<file path="config.mk">
export PLATFORM = sky130hd
export DESIGN_NAME = indicator_monitor_event_block
export DESIGN_NICKNAME = d
export VERILOG_FILES = /design/src/rtl/ind_mon_pkg.sv /design/src/rtl/log_mem_if.sv /design/src/rtl/event_log_mem.sv /design/src/rtl/status_decoder.sv /design/src/rtl/indicator_monitor_event_block.sv
export SDC_FILE = /design/constraint.sdc
export NUM_CORES = 1
export LEC_CHECK = 0
export ABC_CLOCK_PERIOD_IN_PS = 6300
export BUFFER_PORTS_ARGS = -buffer_cell sky130_fd_sc_hd__buf_2
export CORE_ASPECT_RATIO = 0.6
export CORE_MARGIN = 4
export CORE_UTILIZATION = 35
export DETAILED_ROUTE_END_ITERATION = 10
export REMOVE_ABC_BUFFERS = 1
export SLEW_MARGIN = 20
export SYNTH_ARGS = -nofsm -noshare
export SYNTH_HDL_FRONTEND = slang
export SYNTH_SLANG_ARGS = --single-unit
</file>
<file path="constraint.sdc">
create_clock -name CLOCK -period 6.3 [get_ports CLOCK]
set_clock_uncertainty 0.15 [all_clocks]
set_input_delay 1.575 -clock CLOCK [delete_from_list [all_inputs] [get_ports CLOCK]]
set_output_delay 1.575 -clock CLOCK [all_outputs]
set_load 0.005 [all_outputs]
</file>
<file path="src/rtl/ind_mon_pkg.sv">
package ind_mon_pkg;
  // ----------------------------------------------------------------
  // sizes
  // ----------------------------------------------------------------
  localparam int N_IND      = 10;  // monitored indicators
  localparam int N_STATE    = 4;   // decoded states per indicator
  localparam int LOG_DEPTH  = 16;  // event log entries
  localparam int ADDR_W     = 8;   // apb address width
  localparam int DATA_W     = 32;  // apb data width
  localparam int TS_W       = 32;  // time stamp width
  localparam int INFO_W     = 8;   // event info width
  localparam int ENTRY_W    = TS_W + INFO_W;
  localparam int CFG_W      = 10;  // per-indicator config width

  // ----------------------------------------------------------------
  // timing
  // ----------------------------------------------------------------
  localparam int CLK_HZ      = 50_000_000;  // CLOCK rate
  localparam int TICK_US     = 1000;        // stamp resolution, 1 ms
  localparam int TICK_CYCLES = CLK_HZ / 1_000_000 * TICK_US;

  // ----------------------------------------------------------------
  // status codes
  // ----------------------------------------------------------------
  localparam logic [1:0] ST_INTERMEDIATE = 2'h0;
  localparam logic [1:0] ST_OPEN         = 2'h1;
  localparam logic [1:0] ST_CLOSED       = 2'h2;
  localparam logic [1:0] ST_BAD          = 2'h3;

  // ----------------------------------------------------------------
  // register byte offsets
  // ----------------------------------------------------------------
  localparam logic [7:0] OFS_STATUS   = 8'h00;  // status codes, ro
  localparam logic [7:0] OFS_SW_SRC   = 8'h04;  // software sources, rw
  localparam logic [7:0] OFS_EVT_CNT  = 8'h08;  // log fill level, ro
  localparam logic [7:0] OFS_EVT_INFO = 8'h0c;  // head entry info, ro
  localparam logic [7:0] OFS_EVT_TIME = 8'h10;  // head stamp, ro, pops
  localparam logic [7:0] OFS_IRQ_ST   = 8'h14;  // sticky, read clears
  localparam logic [7:0] OFS_IRQ_MASK = 8'h18;  // interrupt mask, rw
  localparam logic [7:0] OFS_TIME     = 8'h1c;  // ms counter, ro
  localparam logic [7:0] OFS_CFG      = 8'h40;  // config per indicator

  // ----------------------------------------------------------------
  // fields
  // ----------------------------------------------------------------
  localparam int SW_CLOSE_LSB = 16;  // close bits in software source
  localparam int CFG_USE_SW   = 0;   // take software source
  localparam int CFG_SINGLE   = 1;   // single input, close = not open
  localparam int CFG_ON_LSB   = 2;   // on-event enables, 4 bits
  localparam int CFG_OFF_LSB  = 6;   // off-event enables, 4 bits
  localparam int INFO_ST_LSB  = 4;   // state field in info
  localparam int INFO_ON_BIT  = 6;   // on/off flag in info
  localparam int IRQ_EVT      = 0;   // event logged
  localparam int IRQ_OVF      = 1;   // event dropped, log full
  localparam int IRQ_W        = 2;

  // one-hot of a status code: intermediate, open, closed, bad
  function automatic logic [N_STATE-1:0] state_onehot(input logic [1:0] code);
    state_onehot = 4'h1 << code;
  endfunction : state_onehot
endpackage : ind_mon_pkg

</file>
<file path="src/rtl/log_mem_if.sv">
`timescale 1ns/1ns
interface log_mem_if #(
  parameter int AW = 4,
  parameter int W  = 40
);
  logic          we;     // write strobe
  logic [AW-1:0] waddr;  // write address
  logic [W-1:0]  wdata;  // write data
  logic [AW-1:0] raddr;  // read address
  logic [W-1:0]  rdata;  // registered read data

  modport ctrl (output we, output waddr, output wdata, output raddr, input rdata);
  modport mem  (input we, input waddr, input wdata, input raddr, output rdata);
endinterface : log_mem_if

</file>
<file path="src/rtl/event_log_mem.sv">
`timescale 1ns/1ns
module event_log_mem #(
  parameter int DEPTH = 16,
  parameter int AW    = 4,
  parameter int W     = 40
) (
  // clock
  input wire logic  clock,
  // port
  log_mem_if.mem    port
);
  logic [W-1:0] mem_r [DEPTH];  // entry storage

  // ----------------------------------------------------------------
  // write, and registered read with write bypass
  // ----------------------------------------------------------------
  always_ff @(posedge clock)
  begin
    if (port.we)
    begin
      mem_r[port.waddr] <= port.wdata;
    end
    // bypass so a fresh head entry is seen at once
    port.rdata <= (port.we && port.waddr == port.raddr) ? port.wdata : mem_r[port.raddr];
  end
endmodule : event_log_mem

</file>
<file path="src/rtl/status_decoder.sv">
`timescale 1ns/1ns
module status_decoder (
  // clock and reset
  input  wire logic       clock,
  input  wire logic       rst_b,
  // sources
  input  wire logic       hw_open,
  input  wire logic       hw_close,
  input  wire logic       sw_open,
  input  wire logic       sw_close,
  // setup
  input  wire logic       use_sw,
  input  wire logic       single,
  // decoded state
  output logic      [1:0] code,
  output logic      [3:0] rise,
  output logic      [3:0] fall
);
  logic       open_sel;   // chosen open source
  logic       close_raw;  // chosen close source
  logic       close_sel;  // close after single-input option
  logic [1:0] code_nxt;   // next status code
  logic [1:0] code_r;     // current status code
  logic [3:0] oh_now;     // one-hot of current
  logic [3:0] oh_nxt;     // one-hot of next

  // ----------------------------------------------------------------
  // source select and decode
  // ----------------------------------------------------------------
  assign open_sel  = use_sw ? sw_open : hw_open;
  assign close_raw = use_sw ? sw_close : hw_close;
  assign close_sel = single ? ~open_sel : close_raw;
  // code is {close, open}: 0 neither, 1 open, 2 closed, 3 both
  assign code_nxt  = {close_sel, open_sel};
  assign oh_now    = ind_mon_pkg::state_onehot(code_r);
  assign oh_nxt    = ind_mon_pkg::state_onehot(code_nxt);
  assign rise      = oh_nxt & ~oh_now;
  assign fall      = oh_now & ~oh_nxt;
  assign code      = code_r;

  // ----------------------------------------------------------------
  // state register
  // ----------------------------------------------------------------
  always_ff @(posedge clock)
  begin
    if (!rst_b)
      code_r <= ind_mon_pkg::ST_INTERMEDIATE;
    else
      code_r <= code_nxt;
  end
endmodule : status_decoder

</file>
<file path="src/rtl/indicator_monitor_event_block.sv">
`timescale 1ns/1ns
//
// Contract
// status codes intermediate, open, closed, bad
// neither input active gives intermediate
// both inputs active gives bad
// open input high means open
// close input high means closed
// two separate inputs per indicator
// single input with inverted copy
// indication only, no control outputs
// pin or software signal sources
// on and off events per state
// events stamped at 1 ms resolution
// per event choose on, off, both
// ten independent indicator instances
// settings change only during setup
// open or closed needs exclusive inputs
// events on every state change
module indicator_monitor_event_block #(
  parameter int N_IND       = ind_mon_pkg::N_IND,
  parameter int LOG_DEPTH   = ind_mon_pkg::LOG_DEPTH,
  parameter int TICK_CYCLES = ind_mon_pkg::TICK_CYCLES
) (
  // clock and reset
  input  wire logic             CLOCK,
  input  wire logic             RST_B,
  // apb slave
  input  wire logic             PSEL,
  input  wire logic             PENABLE,
  input  wire logic             PWRITE,
  input  wire logic [7:0]       PADDR,
  input  wire logic [31:0]      PWDATA,
  output logic      [31:0]      PRDATA,
  output logic                  PREADY,
  output logic                  PSLVERR,
  // digital inputs
  input  wire logic [N_IND-1:0] DI_OPEN,
  input  wire logic [N_IND-1:0] DI_CLOSE,
  // interrupt
  output logic                  IRQ
);
  localparam int AW  = $clog2(LOG_DEPTH);
  localparam int NP  = N_IND * ind_mon_pkg::N_STATE;  // flags per polarity
  localparam int PW  = $clog2(2 * NP);
  localparam int EW  = ind_mon_pkg::ENTRY_W;
  localparam int TW  = ind_mon_pkg::TS_W;
  localparam logic [AW:0]  DEPTH_C = (AW + 1)'(LOG_DEPTH);
  localparam logic [31:0]  TICK_LAST = 32'(TICK_CYCLES - 1);

  // ----------------------------------------------------------------
  // input synchronisers
  // ----------------------------------------------------------------
  logic [N_IND-1:0] open_m_r;   // first stage
  logic [N_IND-1:0] open_s_r;   // second stage
  logic [N_IND-1:0] close_m_r;  // first stage
  logic [N_IND-1:0] close_s_r;  // second stage

  // two flops before any logic reads a pin
  always_ff @(posedge CLOCK)
  begin
    open_m_r  <= DI_OPEN;
    open_s_r  <= open_m_r;
    close_m_r <= DI_CLOSE;
    close_s_r <= close_m_r;
  end

  // ----------------------------------------------------------------
  // setting registers
  // ----------------------------------------------------------------
  logic [31:0]                   sw_src_r;              // software sources
  logic [ind_mon_pkg::CFG_W-1:0] cfg_r [N_IND];         // per indicator
  logic [ind_mon_pkg::IRQ_W-1:0] irq_mask_r;            // mask
  logic [ind_mon_pkg::IRQ_W-1:0] irq_st_r;              // sticky status
  logic [ind_mon_pkg::IRQ_W-1:0] irq_set;               // events this cycle
  logic [ind_mon_pkg::IRQ_W-1:0] irq_clr;               // read clear
  logic [31:0]                   rd_snap_r;             // read value at the last setup

  // ----------------------------------------------------------------
  // decoders, one per indicator
  // ----------------------------------------------------------------
  logic [2*N_IND-1:0] codes;    // packed status codes
  logic [NP-1:0]      rise_v;   // states entered
  logic [NP-1:0]      fall_v;   // states left
  logic [NP-1:0]      on_en;    // on enables
  logic [NP-1:0]      off_en;   // off enables

  // ten instances, each with its own eight events, on and off for four states
  for (genvar i = 0; i < N_IND; i++)
  begin : g_ind
    status_decoder u_dec (
      .clock    (CLOCK),
      .rst_b    (RST_B),
      .hw_open  (open_s_r[i]),
      .hw_close (close_s_r[i]),
      .sw_open  (sw_src_r[i]),
      .sw_close (sw_src_r[ind_mon_pkg::SW_CLOSE_LSB + i]),
      .use_sw   (cfg_r[i][ind_mon_pkg::CFG_USE_SW]),
      .single   (cfg_r[i][ind_mon_pkg::CFG_SINGLE]),
      .code     (codes[2*i +: 2]),
      .rise     (rise_v[4*i +: 4]),
      .fall     (fall_v[4*i +: 4])
    );
    assign on_en[4*i +: 4]  = cfg_r[i][ind_mon_pkg::CFG_ON_LSB +: 4];
    assign off_en[4*i +: 4] = cfg_r[i][ind_mon_pkg::CFG_OFF_LSB +: 4];
  end

  // ----------------------------------------------------------------
  // millisecond time stamp
  // ----------------------------------------------------------------
  logic [31:0]   tick_cnt_r;  // cycles within a ms
  logic [TW-1:0] ms_r;        // ms count

  // free-running ms counter for stamping
  always_ff @(posedge CLOCK)
  begin
    if (!RST_B)
    begin
      tick_cnt_r <= 32'h0;
      ms_r       <= '0;
    end
    else if (tick_cnt_r == TICK_LAST)
    begin
      tick_cnt_r <= 32'h0;
      ms_r       <= ms_r + 1'b1;
    end
    else
    begin
      tick_cnt_r <= tick_cnt_r + 32'h1;
    end
  end

  // ----------------------------------------------------------------
  // pending events and selection
  // ----------------------------------------------------------------
  logic [2*NP-1:0] pend_r;     // on flags low, off flags high
  logic [2*NP-1:0] pend_set;   // new events, filtered
  logic [2*NP-1:0] pend_clr;   // event taken this cycle
  logic [PW-1:0]   pick;       // chosen flag
  logic            pick_ok;    // a flag is pending
  logic            pick_on;    // chosen one is an on event
  logic [PW-1:0]   pick_rel;   // index within its polarity
  logic [EW-1:0]   entry;      // log word

  // lowest pending flag
  function automatic logic [PW:0] first_set(input logic [2*NP-1:0] v);
    first_set = '0;
    for (int k = 2*NP-1; k >= 0; k--)
    begin
      if (v[k])
        first_set = {1'b1, PW'(k)};
    end
  endfunction : first_set

  assign pend_set = {fall_v & off_en, rise_v & on_en};
  assign {pick_ok, pick} = first_set(pend_r);
  assign pick_on  = (pick < PW'(NP));
  assign pick_rel = pick_on ? pick : PW'(pick - PW'(NP));
  assign pend_clr = pick_ok ? ((2*NP)'(1) << pick) : '0;
  // info: indicator number, state, on flag; then the ms stamp
  assign entry    = {1'b0, pick_on, pick_rel[1:0], pick_rel[5:2], ms_r};

  // new events win over the flag being taken
  always_ff @(posedge CLOCK)
  begin
    if (!RST_B)
      pend_r <= '0;
    else
      pend_r <= (pend_r & ~pend_clr) | pend_set;
  end

  // ----------------------------------------------------------------
  // event log ring
  // ----------------------------------------------------------------
  logic [AW-1:0] wr_ptr_r;   // next free slot
  logic [AW-1:0] rd_ptr_r;   // head slot
  logic [AW:0]   cnt_r;      // entries held
  logic          log_full;   // no room
  logic          push;       // write entry
  logic          pop;        // head read out
  logic          drop;       // event lost

  log_mem_if #(.AW(AW), .W(EW)) mem_bus ();

  event_log_mem #(.DEPTH(LOG_DEPTH), .AW(AW), .W(EW)) u_mem (
    .clock (CLOCK),
    .port  (mem_bus.mem)
  );

  assign log_full      = (cnt_r == DEPTH_C);
  assign push          = pick_ok & ~log_full;
  assign drop          = pick_ok & log_full;
  assign mem_bus.we    = push;
  assign mem_bus.waddr = wr_ptr_r;
  assign mem_bus.wdata = entry;
  // read ahead so the head is ready for the next transfer
  assign mem_bus.raddr = pop ? AW'(rd_ptr_r + 1'b1) : rd_ptr_r;

  // ring pointers and fill level
  always_ff @(posedge CLOCK)
  begin
    if (!RST_B)
    begin
      wr_ptr_r <= '0;
      rd_ptr_r <= '0;
      cnt_r    <= '0;
    end
    else
    begin
      wr_ptr_r <= push ? AW'(wr_ptr_r + 1'b1) : wr_ptr_r;
      rd_ptr_r <= pop ? AW'(rd_ptr_r + 1'b1) : rd_ptr_r;
      cnt_r    <= AW'(0) + cnt_r + (AW+1)'(push) - (AW+1)'(pop);
    end
  end

  // ----------------------------------------------------------------
  // apb decode
  // ----------------------------------------------------------------
  logic        setup;     // first cycle of a transfer
  logic        access;    // completing edge
  logic        wr_acc;    // write takes effect
  logic        rd_acc;    // read side effects
  logic [7:0]  cfg_ofs;   // offset into config block
  logic [7:0]  cfg_idx;   // config index
  logic        hit_cfg;   // config register addressed
  logic        hit;       // any register addressed
  logic [31:0] rd_mux;    // read value
  logic [31:0] cfg_rd;    // selected config
  logic        pready_r;  // answer
  logic [31:0] prdata_r;  // read data
  logic        pslverr_r; // unmapped
  logic        irq_r;     // interrupt level
  logic [31:0] head_info; // head info word
  logic [31:0] head_time; // head stamp word

  assign setup   = PSEL & ~PENABLE;
  assign access  = PSEL & PENABLE & pready_r;
  assign wr_acc  = access & PWRITE & hit;
  assign rd_acc  = access & ~PWRITE;
  assign cfg_ofs = PADDR - ind_mon_pkg::OFS_CFG;
  assign cfg_idx = {2'h0, cfg_ofs[7:2]};
  assign hit_cfg = (PADDR >= ind_mon_pkg::OFS_CFG) && (cfg_idx < 8'(N_IND))
                   && (PADDR[1:0] == 2'h0);
  assign cfg_rd  = hit_cfg ? 32'(cfg_r[cfg_idx[3:0]]) : 32'h0;
  assign pop     = rd_acc && PADDR == ind_mon_pkg::OFS_EVT_TIME && cnt_r != '0;
  assign head_info = (cnt_r != '0) ? 32'(mem_bus.rdata[EW-1:TW]) : 32'h0;
  assign head_time = (cnt_r != '0) ? mem_bus.rdata[TW-1:0] : 32'h0;
  assign hit     = hit_cfg
                 || PADDR == ind_mon_pkg::OFS_STATUS   || PADDR == ind_mon_pkg::OFS_SW_SRC
                 || PADDR == ind_mon_pkg::OFS_EVT_CNT  || PADDR == ind_mon_pkg::OFS_EVT_INFO
                 || PADDR == ind_mon_pkg::OFS_EVT_TIME || PADDR == ind_mon_pkg::OFS_IRQ_ST
                 || PADDR == ind_mon_pkg::OFS_IRQ_MASK || PADDR == ind_mon_pkg::OFS_TIME;
  assign rd_mux  = (PADDR == ind_mon_pkg::OFS_STATUS)   ? 32'(codes) :
                   (PADDR == ind_mon_pkg::OFS_SW_SRC)   ? sw_src_r :
                   (PADDR == ind_mon_pkg::OFS_EVT_CNT)  ? 32'(cnt_r) :
                   (PADDR == ind_mon_pkg::OFS_EVT_INFO) ? head_info :
                   (PADDR == ind_mon_pkg::OFS_EVT_TIME) ? head_time :
                   (PADDR == ind_mon_pkg::OFS_IRQ_ST)   ? 32'(irq_st_r) :
                   (PADDR == ind_mon_pkg::OFS_IRQ_MASK) ? 32'(irq_mask_r) :
                   (PADDR == ind_mon_pkg::OFS_TIME)     ? ms_r : cfg_rd;

  // only bits seen by the read are cleared
  assign irq_clr = (rd_acc && PADDR == ind_mon_pkg::OFS_IRQ_ST)
                   ? rd_snap_r[ind_mon_pkg::IRQ_W-1:0] : '0;
  assign irq_set = {drop, push};

  // ----------------------------------------------------------------
  // apb answer: data latched in setup, ready in access
  // ----------------------------------------------------------------
  always_ff @(posedge CLOCK)
  begin
    if (!RST_B)
    begin
      pready_r  <= 1'b0;
      prdata_r  <= 32'h0;
      pslverr_r <= 1'b0;
      rd_snap_r <= 32'h0;
    end
    else
    begin
      pready_r  <= setup;
      pslverr_r <= setup & ~hit;  // one cycle, with ready
      if (setup)
      begin
        prdata_r  <= PWRITE ? 32'h0 : rd_mux;
        rd_snap_r <= rd_mux;
      end
    end
  end

  // ----------------------------------------------------------------
  // register writes; settings are static in use
  // ----------------------------------------------------------------
  always_ff @(posedge CLOCK)
  begin
    if (!RST_B)
    begin
      sw_src_r   <= 32'h0;
      irq_mask_r <= '0;
      for (int k = 0; k < N_IND; k++)
        cfg_r[k] <= '0;
    end
    else if (wr_acc)
    begin
      // the setup phase is software's duty
      if (PADDR == ind_mon_pkg::OFS_SW_SRC)
        sw_src_r <= PWDATA;
      else if (PADDR == ind_mon_pkg::OFS_IRQ_MASK)
        irq_mask_r <= PWDATA[ind_mon_pkg::IRQ_W-1:0];
      else if (hit_cfg)
        cfg_r[cfg_idx[3:0]] <= PWDATA[ind_mon_pkg::CFG_W-1:0];
    end
  end

  // ----------------------------------------------------------------
  // interrupt status, set wins over read clear
  // ----------------------------------------------------------------
  always_ff @(posedge CLOCK)
  begin
    if (!RST_B)
    begin
      irq_st_r <= '0;
      irq_r    <= 1'b0;
    end
    else
    begin
      irq_st_r <= (irq_st_r & ~irq_clr) | irq_set;
      irq_r    <= |(irq_st_r & irq_mask_r);
    end
  end

  // outputs straight from flops; no control outputs exist
  assign PREADY  = pready_r;
  assign PRDATA  = prdata_r;
  assign PSLVERR = pslverr_r;
  assign IRQ     = irq_r;
endmodule : indicator_monitor_event_block

</file>
# Word-level counts from Yosys, hierarchy flattened
# Memories as Yosys holds them, arrays and structs flattened. A register that Yosys moved wholly into a read port is not among the register bits.
# Cells that the tools add are included.
[op_classes]
div = 0
n_eq_ne = 10
reduce_logical = 22
muxes = 138
multipliers = 0
addsub = 8
bitwise_logic = 74
shifts = 21
magnitude_cmp = 3
[op_table]
columns = ["op", "count"]
rows = [
  ["$mux 8", 81],
  ["$mux 32", 10],
  ["$and 4x4->4", 20],
  ["$and 40x40->40", 2],
  ["$and 80x80->80", 1],
  ["$mux 80", 1],
  ["$not 4->4", 20],
  ["$not 80->80", 1],
  ["$or 80x80->80", 1],
  ["$shl 1x2->4 const A", 20],
  ["$shl 1x7->80 const A", 1],
  ["$add 32x1->32 const B", 2],
  ["$mux 1", 40],
  ["$eq 32x16->1 const B", 1],
  ["$eq 8x5->1 const B", 4],
  ["$mux 10", 2],
  ["$eq 8x4->1 const B", 2],
  ["$not 1->1", 16],
  ["$reduce_or 10->1", 1],
  ["$and 1x1->1", 9],
  ["$add 4x1->4 const B", 2],
  ["$eq 8x3->1 const B", 1],
  ["$ge 8x7->1 const B", 1],
  ["$logic_not 8->1", 1],
  ["21 further kinds", 36],
]
[word_totals]
word_cells = 307
regBits = 291
input_bits = 65
mem_bits_ro = 0
latch_bits = 0
mem_bits_rw = 724
memories = 2
[memory_table]
columns = ["memory", "depth", "width", "rd", "rd_clocked_by_memory_dff", "wr", "line", "rtl"]
rows = [
  ["u_mem.mem_r", 16, 39, 1, 1, 1, "event_log_mem.sv:12", "logic [W-1:0] mem_r [DEPTH];"],
  ["cfg_r", 10, 10, 11, 0, 10, "indicator_monitor_event_block.sv:72", "logic [ind_mon_pkg::CFG_W-1:0] cfg_r [N_IND];"],
]

# Depth between registers and ports, before layout
[logic_depth]
depth_word = 85
ltp_mapped = 19
depth_no_buf = 16

# By module
# Synthesis repeated with hierarchy kept, for this count alone.
[unflattened]
hier_cells = 3153
hier_area_um2 = 45638.8
[modules_own_cells]
columns = ["mod", "area_per_inst_um2", "seq_area_each_um2", "n_inst", "cells_each"]
rows = [
  ["event_log_mem", 24410.9, 19298.5, 1, 1004],
  ["indicator_monitor_event_block", 18662.9, 9849.4, 1, 1799],
  ["status_decoder", 256.5, 40.0, 10, 35],
]

# Worst setup path after synthesis
# OpenSTA, ideal clock, no wires.
[synth_path]
path_kind = "reg-to-reg"
start = "register pend_r[1]"
end = "memory u_mem.mem_r[0][0] (netlist name), enable pin"
stages_incl_launch_ff = 11
t_arrival_ns = 4.139
setup_time_ns = 0.484
required_ns = 5.666
path_slack_ns = 1.527
path_cell_list = "dfxtp_1 -> or4_1 -> buf_2 -> and4b_1 -> buf_4 -> nand2_2 -> or3b_1 -> and2_1 -> buf_6 -> nand2_1 -> nor3_1"
[synth_via]
elab_chain_len = 5
[synth_lines]
columns = ["element", "line", "rtl"]
rows = [
  ["start: declaration", "indicator_monitor_event_block.sv:136", "logic [2*NP-1:0] pend_r;"],
  ["start signal: assignment", "indicator_monitor_event_block.sv:169", "pend_r <= (pend_r & ~pend_clr) | pend_set;"],
  ["$mux 8 (2 in a row)", "indicator_monitor_event_block.sv:150", "if (v[k])"],
  ["$and 1x1->1", "indicator_monitor_event_block.sv:191", "assign push = pick_ok & ~log_full;"],
  ["$mux 1", "event_log_mem.sv:19", "if (port.we)"],
  ["$mux 1 (implied by the code)", "event_log_mem.sv:21", "mem_r[port.waddr] <= port.wdata;"],
  ["end: declaration", "event_log_mem.sv:12", ""],
]
# No other way between the ends.

# Worst setup path after layout
[layout_path]
start = "register pend_r[8]"
end = "register cnt_r[4]"
[layout_via]
elab_chain_len = 12
[layout_lines]
columns = ["element", "line", "rtl"]
rows = [
  ["$mux 8 (9 in a row)", "indicator_monitor_event_block.sv:150", ""],
  ["$and 1x1->1", "indicator_monitor_event_block.sv:191", ""],
  ["$add 5x1->5", "indicator_monitor_event_block.sv:212", "cnt_r <= AW'(0) + cnt_r + (AW+1)'(push) - (AW+1)'(pop);"],
  ["$sub 5x1->5", "indicator_monitor_event_block.sv:212", ""],
  ["end signal: assignment", "indicator_monitor_event_block.sv:212", ""],
  ["end: declaration", "indicator_monitor_event_block.sv:177", "logic [AW:0] cnt_r;"],
]
# No other way between the ends.
# A chain may end at the register's enable or synchronous reset.

==> metrics.md <==
| Metric | Value |
|---|---|
| CTS-repair resized insts | `0` |
| Library cells used by synthesis | `85` |
| MaxCap Viol Count | `0` |
| Max rail drop VDD | `0.228 mV` |
| Flip-flop and latch count after synthesis | `1,074` |
| Share of layout cells above drive strength 1 | `18.9%` |
| Number of cells on the critical path | `16` |
| Mapped Area | `44,100 um^2` |
| CP max stage cell | `nor4_1` |
| Count of flip-flops with a built-in enable after synthesis | `780` |
| Required time worst endpoint | `6.71 ns` |
| WP data arrival | `4.92 ns` |
| Ports | `100` |
| Placed wire-length estimate after detailed placement | `92.9 mm` |
| # port buffers | `99` |
| Sequential-to-total area share from yosys stat | `66.5%` |
| Number of H-tree branching levels | `3` |
| Crit-path leading delay family | `simple AND/OR/NAND/NOR gates` |
| Antenna violation net count after detailed routing | `0` |
| Ys async rst share | `0%` |
| # clock sinks | `1,074` |
| Cells taking the most area after synthesis | `edfxtp_1, dfxtp_1, mux4_2` |
| Setup repair after global routing missed its margin | `no` |
| Final-report hold violation count | `0` |
| Time the worst path needs with I/O delays and setup | `4.51 ns` |
| DR pass1 iterations | `8` |
| Worst r2r path cells | `16` |
| TritonCTS clock tree | `yes` |
| Critical path's largest stage delay | `0.84 ns` |
| Critical-path cell list | `nor4_1 -> and4b_1 -> nand2_2 -> or3b_1 -> and2_1 -> inv_1 -> ha_1 -> inv_1 -> ha_1 -> inv_1 -> fa_1 -> inv_1 -> a21oi_1 -> nor2_1 -> or3_1 -> a21oi_1` |
| Internal Dissipation | `12,400 uW` |
| Layout net count | `3,274` |
| Number of buffers created by CTS | `101` |
| Share of power burned in the clock network | `38.8%` |
| Insertion delay of the later-clocked pin in the worst-skew pair | `0.73 ns` |
| Chip height | `283 um` |
| Floorplan row count | `100` |
| Core area | `124,000 um^2` |
| Share of total power in sequential cells | `49.9%` |
| Share of the synthesized area in the top cell type | `53.2%` |
| Dominant synthesized flop cell | `edfxtp_1` |
| CTS clk-pin slew, worst paths | `0.07 ns` |
| Grt ovf | `0` |
| Type of the worst setup path | `register to register` |
| Tightest Pin Transition | `1.11 ns` |
| Clock tree buffer depth | `3` |
| Worst setup timing slack at the placement stage | `1.06 ns` |
| Post-detailed-routing wire length | `138 mm` |
| Pin count of the biggest net entering global routing | `73` |
| Run status | `finished, final reports clean` |
| Total count of max-transition violations in the final report | `0` |
| Count of buffering cells on the critical path with inverters included | `4` |
| Leakage | `0.0167 uW` |
| WHS Path Cells | `0` |
| Area growth syn-to-layout | `14.5%` |
| First-pass GRT wire length | `196 mm` |
| Routability Congestion | `0.982` |
| Per-cell routed wire length | `27.8 um` |
| Drt via density | `5.66` |
| Nature of the critical path endpoint | `register` |
| Antenna violations before repair | `8` |
| Final hold slack | `0.164 ns` |
| Synthesized area per cell | `14.6 um^2` |
| Number of instances in the synthesized netlist | `3,019` |
| Count of unresolved DRC violations after routing | `0` |
| Switching power summed over all nets | `4280 uW` |
| Buffer count from post-CTS setup fixing | `0` |
| Total power draw | `16,700 uW` |
| Horizontal die dimension | `466 um` |
| Number of failing setup endpoints in the final timing report | `0` |
| Critical path launch point type | `register` |
| Die Outline Area | `132,000 um^2` |
| Pwr Density | `332 nW/um^2` |
| Worst Slack Setup Final | `1.79 ns` |
| Cell occurring most often along the worst timing path | `inv_1` |
| Switching share of total power | `25.6%` |
| Root cell of the clock tree | `clkbuf_16` |
| Critical Path Fanout Max | `10` |
| Starting utilization of the core area | `35.4%` |
| All-layer global routing usage | `20.6%` |
| Area leader, netlist | `edfxtp_1` |
| Hold/Removal Path Class | `register to register` |
| Fmax | `0.222 GHz` |
| Number of global-route vias before repair | `26,100` |
| Filler cell count in the final layout | `11,300` |
| Relative slew slack | `26.0%` |
| Combinational fraction of design power | `11.3%` |
| Vias after detailed routing | `28,100` |
| Iter 0 DRT Violations | `4,461` |
| Ys Warns | `0` |
| Post-CTS Hold Fix Bufs | `0` |
| Share of the clock period used by the worst path after layout | `71.6%` |
| Utilization after layout | `40.5%` |
| Setup tns final | `0 ns` |
[cell families after synthesis]
family | Yosys count | synth area share (%)
adder cells (fa/ha/maj) | 15 | 0.443
XOR/XNOR | 62 | 1.23
buffers and inverters | 200 | 1.96
other | 1 | 0.00851
AND/OR/NAND/NOR | 868 | 9.84
AO/OA/AOI/OAI | 525 | 7.56
multiplexers | 274 | 12.4
flip-flops | 1074 | 66.5
[per-stage QoR]
step / instance area, um^2 / instances
2_1_floorplan: 43600 / 2932
3_3_place_gp: 46900 / 4774
3_5_place_dp: 46900 / 4774
4_1_cts: 50400 / 4964
5_1_grt: 50400 / 4964
6_report: 50400 / 4967
[final cells by class]
class / count / area [um^2] / share of cell area (%)
Antenna cell: 3 / 7.51 / 0.0149
Timing Repair Buffer: 159 / 983 / 1.95
Clock buffer: 133 / 2870 / 5.69
Clock inverter: 57 / 654 / 1.30
Tap cell: 1683 / 2110 / 4.18
Inverter: 58 / 223 / 0.442
Multi-Input combinational cell: 1800 / 14300 / 28.3
Sequential cell: 1074 / 29300 / 58.1
[metal layers]
layer / wire length (um) / vias up / track usage [%]
met2: 54000 / 1558 / 26.9
met1: 63600 / 14400 / 32.3
li1: - / 12000 / -
met3: 16900 / 186 / 6.90
met4: 3530 / 2 / 5.42
met5: 13 / - / 0
[worst reg2reg max path: stages (launching register included)]
cell and delay, ns:
dfxtp_1 0.34, nor4_1 0.84, and4b_1 0.59, nand2_2 0.09, or3b_1 0.48, and2_1 0.40, inv_1 0.14, ha_1 0.24
inv_1 0.06, ha_1 0.16, inv_1 0.06, fa_1 0.42, inv_1 0.07, a21oi_1 0.06, nor2_1 0.11, or3_1 0.12
a21oi_1 0.06
[sequential cells by signal (all words and copies together) (netlist names), 20 cells and up, named ones only]
name / flops
ms_r: 32
g_ind.u_dec.code: 20
pend_r: 80
cfg_r: 156
PRDATA: 32
sw_src_r: 32
tick_cnt_r: 32
u_mem.mem_r: 624
[worst paths after layout]
kind / end / slack [ns] / start
min: open_s_r[9] / 0.16 / open_m_r[9]
max reg2reg: cnt_r[4] / 1.79 / pend_r[8]
max: cnt_r[4] / 1.79 / pend_r[8]
min reg2reg: open_s_r[9] / 0.16 / open_m_r[9]
[cells in the final DEF (no fill, tap or decap), types with 15 or more instances in the layout]
| cell | count |
|---|---|
| o21ai_0 | 94 |
| o211ai_1 | 24 |
| nand4_1 | 18 |
| dfxtp_1 | 290 |
| mux2i_1 | 40 |
| nor4_1 | 30 |
| conb_1 | 56 |
| nand2_1 | 186 |
| nand3_1 | 47 |
| buf_2 | 99 |
| and2_1 | 85 |
| a211oi_1 | 31 |
| mux4_2 | 217 |
| o31ai_1 | 28 |
| and3_1 | 29 |
| nor3_1 | 43 |
| clkinv_1 | 15 |
| mux2_2 | 17 |
| clkinv_2 | 20 |
| clkbuf_16 | 106 |
| buf_4 | 57 |
| nand2b_1 | 23 |
| nor2_1 | 258 |
| nor2b_1 | 42 |
| inv_1 | 57 |
| or4_1 | 21 |
| edfxtp_1 | 780 |
| xnor2_1 | 19 |
| a21oi_1 | 206 |
| xor2_1 | 42 |
[power groups by stage]
stage / clock, uW / sequential (uW) / combinational (uW)
finish: 6490 / 8350 / 1890
floorplan: 0 / 8440 / 1030
global placement: 0 / 8490 / 1840
detailed placement: 0 / 8500 / 1840
global route: 6910 / 8380 / 1980
CTS: 6590 / 8350 / 1850
[cell usage after synthesis, drive strengths merged (9+ instances only)]
master	number
nor2	273
o211ai	24
nor4	33
nand4	19
a21oi	208
or4	23
nand3	48
o31ai	30
xor2	42
a221oi	9
or3	13
edfxtp	780
nand2	190
nor3	51
and3	29
clkbuf	76
inv	58
buf	66
and2	85
a222oi	12
a22oi	10
a211oi	32
a32oi	12
mux4	217
mux2	17
ha	14
nor2b	42
dfxtp	294
o21ai	103
a2111oi	14
xnor2	20
mux2i	40
o2111ai	13
nand2b	25
Note: power is estimated with default switching activity, not from simulation.
